===== src/bles_pkg.sv =====
// Package for the byte lane endian steering block
package bles_pkg;
    localparam int WORD_W      = 32;
    localparam int BYTE_W      = 8;
    localparam int LANES       = 4;
    localparam int ADDR_LO_W   = 2;
    localparam logic ORDER_BIG    = 1'b1;
    localparam logic ORDER_LITTLE = 1'b0;
    localparam logic ORDER_RESET  = 1'b1;

    typedef enum logic [1:0] {
        BLES_SIZE_BYTE = 2'h0,
        BLES_SIZE_HALF = 2'h1,
        BLES_SIZE_WORD = 2'h2
    } bles_size_t;

    typedef struct packed {
        logic [31:0] data;
        logic [1:0]  addr_lo;
        bles_size_t  size;
        logic        valid;
    } bles_req_t;

    typedef struct packed {
        logic [31:0] data;
        logic [3:0]  lane_en;
        logic        order;
        logic        valid;
    } bles_lane_t;
endpackage


===== src/bles_steer.sv =====
// Byte lane and endian steering for processor and expansion bus traffic
`timescale 1ns/1ps
`default_nettype none

module bles_steer (
    input  wire logic                clk,
    input  wire logic                rst_n,
    input  wire logic                init_load_n,
    input  wire logic                init_order,
    input  wire logic                ctl_wr,
    input  wire logic                ctl_order,
    input  wire bles_pkg::bles_req_t cpu_req,
    input  wire logic                bus_cnt_cycle,
    input  wire logic                bus_order,
    input  wire bles_pkg::bles_req_t bus_req,
    output logic                     cpu_order,
    output bles_pkg::bles_lane_t     cpu_lane,
    output bles_pkg::bles_lane_t     bus_lane
);

    // Lane index holding the byte at offset a for the given order
    function automatic logic [1:0] lane_of(input logic [1:0] a,
                                           input logic order);
        lane_of = (order == bles_pkg::ORDER_BIG) ? 2'h3 - a : a;
    endfunction

    // Byte enables for a sub-word access
    function automatic logic [3:0] enables(input logic [1:0] a,
                                           input bles_pkg::bles_size_t s,
                                           input logic order);
        logic [1:0] l0;
        logic [1:0] l1;
        l0 = lane_of(a, order);
        l1 = lane_of({a[1], 1'b1}, order);
        case (s)
            bles_pkg::BLES_SIZE_BYTE: enables = 4'h1 << l0;
            bles_pkg::BLES_SIZE_HALF:
                enables = (4'h1 << lane_of({a[1], 1'b0}, order)) |
                          (4'h1 << l1);
            default:                  enables = 4'hf;
        endcase
    endfunction

    // Places data from the low bits of the request into its lanes
    function automatic logic [31:0] place(input logic [31:0] d,
                                          input logic [1:0] a,
                                          input bles_pkg::bles_size_t s,
                                          input logic order);
        logic [31:0] r;
        r = d;
        case (s)
            bles_pkg::BLES_SIZE_BYTE:
                r = {4{d[7:0]}};
            bles_pkg::BLES_SIZE_HALF:
                r = (order == bles_pkg::ORDER_BIG) ?
                    {2{d[15:8], d[7:0]}} : {2{d[15:0]}};
            default: r = d;
        endcase
        place = r;
    endfunction

    logic       order_reg;
    logic       order_next;
    logic       load_seen_reg;
    logic       init_q1_reg;
    logic       init_q2_reg;
    logic       init_o1_reg;
    logic       init_o2_reg;
    logic       xfer_order_reg;
    wire logic  init_fire;
    wire logic  eff_bus_order;
    bles_pkg::bles_lane_t cpu_next;
    bles_pkg::bles_lane_t bus_next;

    // Synchronise the strap strobe and its value
    always_ff @(posedge clk or negedge rst_n) begin
        if (!rst_n) begin
            init_q1_reg <= 1'b1;
            init_q2_reg <= 1'b1;
            init_o1_reg <= 1'b0;
            init_o2_reg <= 1'b0;
        end else begin
            init_q1_reg <= init_load_n;
            init_q2_reg <= init_q1_reg;
            init_o1_reg <= init_order;
            init_o2_reg <= init_o1_reg;
        end
    end

    assign init_fire = !init_q2_reg && !load_seen_reg;
    assign order_next = init_fire ? init_o2_reg :
                        (ctl_wr ? ctl_order : order_reg);
    assign eff_bus_order = bus_cnt_cycle ? bus_order : xfer_order_reg;

    always_comb begin
        cpu_next.valid   = cpu_req.valid;
        cpu_next.order   = order_reg;
        cpu_next.lane_en = enables(cpu_req.addr_lo, cpu_req.size, order_reg);
        cpu_next.data    = place(cpu_req.data, cpu_req.addr_lo,
                                 cpu_req.size, order_reg);
        bus_next.valid   = bus_req.valid;
        bus_next.order   = eff_bus_order;
        bus_next.lane_en = enables(bus_req.addr_lo, bus_req.size,
                                   eff_bus_order);
        bus_next.data    = place(bus_req.data, bus_req.addr_lo,
                                 bus_req.size, eff_bus_order);
    end

    always_ff @(posedge clk or negedge rst_n) begin
        if (!rst_n) begin
            order_reg      <= bles_pkg::ORDER_RESET;
            load_seen_reg  <= 1'b0;
            xfer_order_reg <= bles_pkg::ORDER_RESET;
            cpu_order      <= bles_pkg::ORDER_RESET;
            cpu_lane       <= '0;
            bus_lane       <= '0;
        end else begin
            order_reg      <= order_next;
            load_seen_reg  <= load_seen_reg | init_fire;
            xfer_order_reg <= eff_bus_order;
            cpu_order      <= order_next;
            cpu_lane       <= cpu_next;
            bus_lane       <= bus_next;
        end
    end
endmodule // bles_steer

`default_nettype wire


===== config.mk =====
export PLATFORM = sky130hd
export DESIGN_NAME = bles_steer
export DESIGN_NICKNAME = d
export VERILOG_FILES = /design/src/bles_pkg.sv /design/src/bles_steer.sv
export SDC_FILE = /design/constraint.sdc
export NUM_CORES = 1
export LEC_CHECK = 0
export BUFFER_PORTS_ARGS = -buffer_cell sky130_fd_sc_hd__clkbuf_2
export CAP_MARGIN = 10
export CORE_MARGIN = 2
export CORE_UTILIZATION = 40
export CTS_CLUSTER_DIAMETER = 120
export DETAILED_ROUTE_END_ITERATION = 8
export HOLD_SLACK_MARGIN = 0.03
export PLACE_DENSITY = 0.75
export SYNTH_ARGS = -nofsm -noshare
export SYNTH_HDL_FRONTEND = slang
export SYNTH_SLANG_ARGS = --single-unit

===== constraint.sdc =====
create_clock -name clk -period 1 [get_ports clk]
set_input_delay 0.05 -clock clk [delete_from_list [all_inputs] [get_ports clk]]
set_output_delay 0.05 -clock clk [all_outputs]
set_load 0.02 [all_outputs]

# Yosys cells after proc, flatten, opt, wreduce, memory -nomap -nowiden
# Cells that the tools add are included.
# totals
output_inout_bits	77
register_bits	83
input_bits	82
wordCells	51
# classes
mux	13
addsub	6
eq_ne	2
bitwise	3
shift	6
reduce_logical	6
# ops
cell	n
32-bit one-hot mux with 2 select lines	2
1-bit by 2-bit << shifter with 4-bit output (first input constant)	6
4-bit one-hot mux with 2 select lines	2
2-bit two-way mux	6
2-bit subtractor (first input constant)	6
4-bit OR	2
2-bit by 1-bit equality test with 1-bit output (second input constant)	2
2-bit logical NOT	2
1-bit two-way mux	3
1-bit logical NOT	2
2-bit nonzero test	1
1-bit logical AND	1
1-bit OR	1

# Logic depth before layout (Yosys ltp)
# Gate-level depths: netlist of the first run.
# depth
depth_word	5
depth_mapped	4
ltp_nobuf	4

# Worst setup path after synthesis of the first run
# Ideal clock, no wire load.
# synth_timing
path_kind	register -> register
from	register order_reg
to	register cpu_lane[2] (netlist name)
arrival_ns	0.874
path_slack_ns	0.001
required_ns	0.875
n_path_buf	0
path_stages_with_launch	3
setup_time_ns	0.125
period_less_slack_ns	0.999
cell_sequence	dfstp_2 -> xor2_1 -> o21bai_1
# synth_lines
element	line	source
start, declared	bles_steer.sv:62	logic order_reg;
start signal, assigned	bles_steer.sv:111	order_reg <= bles_pkg::ORDER_RESET;
start signal, assigned	bles_steer.sv:118	order_reg <= order_next;
end signal, assigned	bles_steer.sv:122	cpu_lane <= cpu_next;
end, declared	bles_steer.sv:17	output bles_pkg::bles_lane_t cpu_lane,

==> impl_metrics.env, run 1 <==
export IMPL_status="complete, but fails checks"
export IMPL_violations="setup timing"
export IMPL_setup_ws_ps=-100.1
export IMPL_setup_viol_count_final=6
export IMPL_synth_seq_cells=83
export IMPL_antenna_found_initial=0
export IMPL_grt_pass1_vias=2812
export IMPL_r2r_start="order_reg"
export IMPL_syn2layout_area_growth_pct=63.22
export IMPL_cts_tree="done"
export IMPL_ys_seq_area_frac=0.6862
export IMPL_start_util=0.4161
export IMPL_finalCoreUtilization=0.6791
export IMPL_cp_start_kind="flop"
export IMPL_synth_nets=282
export IMPL_clk_pin_slew_ps=80
export IMPL_post_route_period_util=1.100
export IMPL_crit_end="cpu_lane[2]"
export IMPL_startpoint="order_reg"
export IMPL_wl_per_cell_um=15.06
export IMPL_firstDrtPassIters=4
export IMPL_grt_pass1_wl_um=13430
export IMPL_p_leak_nw=2.444
export IMPL_grt_max_degree=41
export IMPL_drive_above_1_share=0.5223
export IMPL_gp_congestion=0.7129
export IMPL_netSwitchingPower_w=0.002048
export IMPL_fmaxAchievable_mhz=909.0
export IMPL_endpoint_kind="flop"
export IMPL_port_buffers=158
export IMPL_grt_use_total=0.2055
export IMPL_yosysMostFrequentCell="dfrtp_1"
export IMPL_rsz0062_at_grt="yes"
export IMPL_synth_edf_count=0
export IMPL_power_total_w=0.007592
export IMPL_r2r_cells=3
export IMPL_worstMarginPinSlew_ps=389.7
export IMPL_fp_dieArea_um2=8298
export IMPL_die_y_um=91.10
export IMPL_ioPinCount=159
export IMPL_synth_top_cell_area_share=0.6515
export IMPL_nFillCells=520
export IMPL_reg_largest_list="bus_lane: 38 flops, cpu_lane: 38 flops"
export IMPL_hold_viol_final=0
export IMPL_cp_arrival_ps=1310
export IMPL_fin_skew_ps=8.663
export IMPL_nets=525
export IMPL_hp_start="bus_req[4]"
export IMPL_ys_types=23
export IMPL_r2r_end="cpu_lane[2]"
export IMPL_rows=31
export IMPL_pwr_share_seq=0.486
export IMPL_worstSetupPathType="flop to flop"
export IMPL_ys_warn_count=0
export IMPL_vias=2503
export IMPL_drc=0
export IMPL_slowest_stage="dfstp_2"
export IMPL_core_um2=7292
export IMPL_grt_ovfl_total=0
export IMPL_period_minus_slack_ps=1100
export IMPL_drtIter0Drc=49
export IMPL_maxCapViolations=0
export IMPL_place_hpwl_um=5228
export IMPL_path_cells="buf_6 -> xor2_2 -> o21bai_1"
export IMPL_hold_slack_ps=34.48
export IMPL_critPathMaxStageDelay_ps=570
export IMPL_yosysTopAreaCell="dfrtp_1"
export IMPL_cts_buffers=9
export IMPL_cp_max_fo=4
export IMPL_vdd_drop_max_uv=801.2
export IMPL_power_share_clock=0.311
export IMPL_synthTopCellsByArea="dfrtp_1, mux2_2, mux2i_1"
export IMPL_swShare=0.2697
export IMPL_avgSynthCellArea_um2=15.17
export IMPL_p_int_w=0.005544
export IMPL_min_path_cells=3
export IMPL_worstPathRequired_ps=1210
export IMPL_insertedDiodeCount=0
export IMPL_postRouteAntennaNets=0
export IMPL_syn_cell_area_um2=3034
export IMPL_synth_async_reset_ratio=1.000
export IMPL_clockBufferDepth=2
export IMPL_hold_class="primary input to flop"
export IMPL_cellPowerDensity_nw_per_um2=1533
export IMPL_synth_main_ff_cell="dfrtp_1"
export IMPL_comb_power_share=0.204
export IMPL_wirelength_um=8240
export IMPL_cts_root_buffer="clkbuf_8"
export IMPL_r2r_setup_slack_ps=-100
export IMPL_dieWidth_um=91.10
export IMPL_cts_sinks=83
export IMPL_clkLatencyLatePin_ps=340
export IMPL_htree_levels=3
export IMPL_netlist_instances=200
export IMPL_slew_headroom=0.7396
export IMPL_drv_slew=0
export IMPL_viasPerCell=4.576
export IMPL_synth_common_cells="dfrtp_1, mux2_2, nand2_1"
how the worst min path moves through the flow:
| stage | slack (ps) | to |
|---|---|---|
| 2_1_floorplan | -250 | bus_lane[0] |
| 3_3_place_gp | -130 | cpu_lane[6] |
| 3_5_place_dp | -130 | cpu_lane[6] |
| 4_1_cts | 40 | bus_lane[5] |
| 5_1_grt | 40 | order_reg |
| 6_report | 30 | bus_lane[5] |
power by group through the flow:
stage | Combinational [W] | Clock [W] | Sequential (W)
finish | 0.00155 | 0.00236 | 0.00369
global route | 0.00166 | 0.00258 | 0.00371
CTS | 0.00151 | 0.00242 | 0.00368
global placement | 0.00123 | 0 | 0.00375
detailed placement | 0.00125 | 0 | 0.00375
floorplan | 0.000342 | 0 | 0.00406
cell type report:
class                           count  area, µm²  share of cell area
Tap cell                           99      123.9             0.02501
Clock inverter                      4      50.05             0.01011
Inverter                            1      3.754           0.0007580
Timing Repair Buffer              240       1627              0.3284
Sequential cell                    83       2082              0.4204
Clock buffer                       12      145.1             0.02931
Multi-Input combinational cell    108      920.9              0.1860
worst max-delay path: cells and delay by family (launching register included):
| family | cells | cell delay, ps |
|---|---|---|
| buffers and inverters | 1 | 130 |
| xor gates and xnor gates | 1 | 160 |
| DFF | 1 | 570 |
| AOI/OAI and AO/OA | 1 | 110 |
layer usage:
layer	up-vias	part of all wire	track usage
li1	1174	-	-
met4	0	0.016	0.08081
met1	1172	0.38	0.2228
met3	16	0.10	0.07884
met5	-	0	0
met2	141	0.50	0.3611
cells by family (layout without fill, tap and decap cells):
| kind of cell | after synthesis | in the layout | share of synthesized area |
|---|---|---|---|
| simple gates | 28 | 28 | 0.04454 |
| xor+xnor | 3 | 3 | 0.008661 |
| buf+inv | 9 | 257 | 0.02515 |
| flops | 83 | 83 | 0.6862 |
| mux | 50 | 50 | 0.1819 |
| compound gates | 27 | 27 | 0.05361 |
per-stage QoR:
step	instances	setup slack [ps]	TNS (ps)	cell area [µm²]
CTS	546	-92.20	-219.1	4918
global route	547	-115.9	-490.2	4952
floorplan	200	1.437	0	3034
global placement	459	-13.03	-14.24	3979
detailed placement	459	-35.16	-97.52	3979
finish	547	-100.1	-294.3	4952
cell usage in the layout (no fill, tap or decap), types with 3 or more instances in the layout:
| master | n |
|---|---|
| clkbuf_2 | 156 |
| dfrtp_1 | 79 |
| dlygate4sd3_1 | 70 |
| mux2_2 | 29 |
| nand2_1 | 18 |
| mux2i_1 | 17 |
| o21ai_1 | 17 |
| clkbuf_8 | 10 |
| buf_4 | 9 |
| o21bai_1 | 4 |
| dfstp_2 | 4 |
| a22oi_2 | 3 |
| mux2_4 | 3 |
what timing repair did:
action                                  in CTS  in global routing
endpoints found under the hold margin      151                  1
cloned                                       0                  0
resized for setup                            8                  7
endpoints found under the setup margin       7                 12
setup buffers                                2                  1
hold buffers                                69                  1
pin swaps                                    2                  5
(Power assumes the default switching activity.)
==> run 2: changes to the inputs <==
Settings changed: SETUP_SLACK_MARGIN set to 0.3.
==> impl_metrics.env, run 2 (synthesis gave the netlist of run 1 again) <==
export IMPL_grt_max_degree=29
export IMPL_path_delay_family="flip-flops"
export IMPL_violations="hold timing, setup timing"
export IMPL_final_instance_count_excl_fill=541
export IMPL_critPathMaxStageDelay_ps=560
export IMPL_clockBufferDepth=2
export IMPL_r2r_start="xfer_order_reg"
export IMPL_syn2layout_area_growth_pct=87.42
export IMPL_rows=31
export IMPL_power_share_clock=0.285
export IMPL_dieWidth_um=91.10
export IMPL_wl_per_cell_um=19.13
export IMPL_fin_area_um2=5687
export IMPL_power_total_w=0.008023
export IMPL_worstHoldEndpoint="bus_lane[19]"
export IMPL_tns_ps=-290.2
export IMPL_clkLatencyLatePin_ps=340
export IMPL_fin_skew_ps=0.9272
export IMPL_firstDrtPassIters=4
export IMPL_grt_pass1_vias=3033
export IMPL_ioPinCount=159
export IMPL_cts_sinks=83
export IMPL_grt_use_total=0.2582
export IMPL_cp_arrival_ps=1020
export IMPL_hold_viol_final=14
export IMPL_cp_start_kind="flop"
export IMPL_hold_slack_ps=-49.40
export IMPL_worstMarginPinSlew_ps=410.2
export IMPL_hold_class="primary input to flop"
export IMPL_htree_levels=3
export IMPL_port_buffers=158
export IMPL_setup_ws_ps=-74.30
export IMPL_r2r_cells=4
export IMPL_post_dp_cell_area_um2=4055
export IMPL_reg_largest_list="bus_lane: 38 flops, cpu_lane: 38 flops"
export IMPL_rsz0062_at_grt="yes"
export IMPL_p_int_w=0.005849
export IMPL_cts_tree="done"
export IMPL_nets=520
export IMPL_cts_buffers=9
export IMPL_endpoint_kind="primary output"
export IMPL_worstPathRequired_ps=950
export IMPL_r2r_end="bus_lane[4]"
export IMPL_period_minus_slack_ps=1074
export IMPL_final_cell_mix="clkbuf_8, dfrtp_1, clkbuf_2, dlygate4sd3_1, dlymetal6s4s_1"
export IMPL_post_route_period_util=1.074
export IMPL_postRouteAntennaNets=0
export IMPL_slew_headroom=0.7260
export IMPL_grt_pass1_wl_um=16290
export IMPL_grt_ovfl_total=0
export IMPL_nFillCells=420
export IMPL_final_common_cell="clkbuf_8"
export IMPL_hp_start="bus_req[18]"
export IMPL_vias=2599
export IMPL_viasPerCell=4.804
export IMPL_drv_slew=0
export IMPL_slowest_stage="dfstp_2"
export IMPL_status="complete, but fails checks"
export IMPL_r2r_setup_slack_ps=-60
export IMPL_cp_max_fo=2
export IMPL_vdd_drop_max_uv=667.2
export IMPL_comb_power_share=0.249
export IMPL_worstSetupPathType="flop to primary output"
export IMPL_maxCapViolations=0
export IMPL_place_hpwl_um=5262
export IMPL_pwr_share_seq=0.466
export IMPL_insertedDiodeCount=0
export IMPL_wirelength_um=10350
export IMPL_setup_viol_count_final=8
export IMPL_drive_above_1_share=0.5362
export IMPL_p_leak_nw=2.934
export IMPL_clk_pin_slew_ps=80
export IMPL_core_um2=7292
export IMPL_path_cells="buf_8"
export IMPL_fp_dieArea_um2=8298
export IMPL_antenna_found_initial=0
export IMPL_start_util=0.4161
export IMPL_critical_path_buf_inv_count=1
export IMPL_gp_congestion=0.7390
export IMPL_cellPowerDensity_nw_per_um2=1411
export IMPL_fmaxAchievable_mhz=930.8
export IMPL_drtIter0Drc=51
export IMPL_min_path_cells=2
export IMPL_netSwitchingPower_w=0.002174
export IMPL_cts_root_buffer="clkbuf_8"
export IMPL_drc=0
export IMPL_die_y_um=91.10
export IMPL_dp_cells=463
export IMPL_swShare=0.2709
run 2: per-layer routing:
| layer | vias up | part of all wire | global-route usage |
|---|---|---|---|
| met3 | 22 | 0.073 | 0.07054 |
| met5 | - | 0 | 0 |
| met1 | 1276 | 0.37 | 0.2849 |
| li1 | 1154 | - | - |
| met2 | 147 | 0.53 | 0.4673 |
| met4 | 0 | 0.026 | 0.1061 |
run 2: metrics by stage:
step                utilization  setup slack, ps  hold slack (ps)
floorplan                     -            18.38           -245.6
global placement         0.5561            12.08           -28.51
detailed placement       0.5561           -95.28           -25.95
CTS                      0.7793           -97.23           -61.25
global route             0.7799           -127.6           -55.98
finish                   0.7799           -74.30           -49.40
run 2: worst max path at each step:
| stage | from | endpoint | slack (ps) | cells after the start |
|---|---|---|---|---|
| 4_1_cts | order_reg | cpu_order | -100 | 1 |
| 5_1_grt | xfer_order_reg | bus_lane[4] | -130 | 4 |
| 2_1_floorplan | xfer_order_reg | bus_lane[4] | 20 | 4 |
| 3_3_place_gp | xfer_order_reg | bus_lane[4] | 10 | 4 |
| 3_5_place_dp | xfer_order_reg | bus_lane[4] | -100 | 4 |
| 6_report | order_reg | cpu_order | -70 | 1 |
run 2: area by class of cell:
class	count	area, µm²	area share
well taps	99	123.9	0.02178
multi-input cells	108	980.9	0.1725
flip-flops and latches	83	2082	0.3661
clock buffers	10	127.6	0.02244
inverters	1	3.754	0.0006601
clock inverters	5	55.05	0.009681
repair buffers	235	2313	0.4068
run 2: what timing repair did:
action | CTS | global route
resized for setup | 159 | 43
pin swaps | 3 | 7
endpoints found under the hold margin | 149 | 33
buffers inserted | 1 | 0
hold buffers | 73 | 8
setup endpoints to repair | 88 | 138
run 2: power by group through the flow:
stage / Combinational (W) / Sequential [W] / Clock, W
floorplan: 0.000368 / 0.00406 / 0
global placement: 0.00127 / 0.00374 / 0
detailed placement: 0.00129 / 0.00375 / 0
CTS: 0.00190 / 0.00372 / 0.00233
global route: 0.00210 / 0.00376 / 0.00247
finish: 0.00200 / 0.00374 / 0.00229
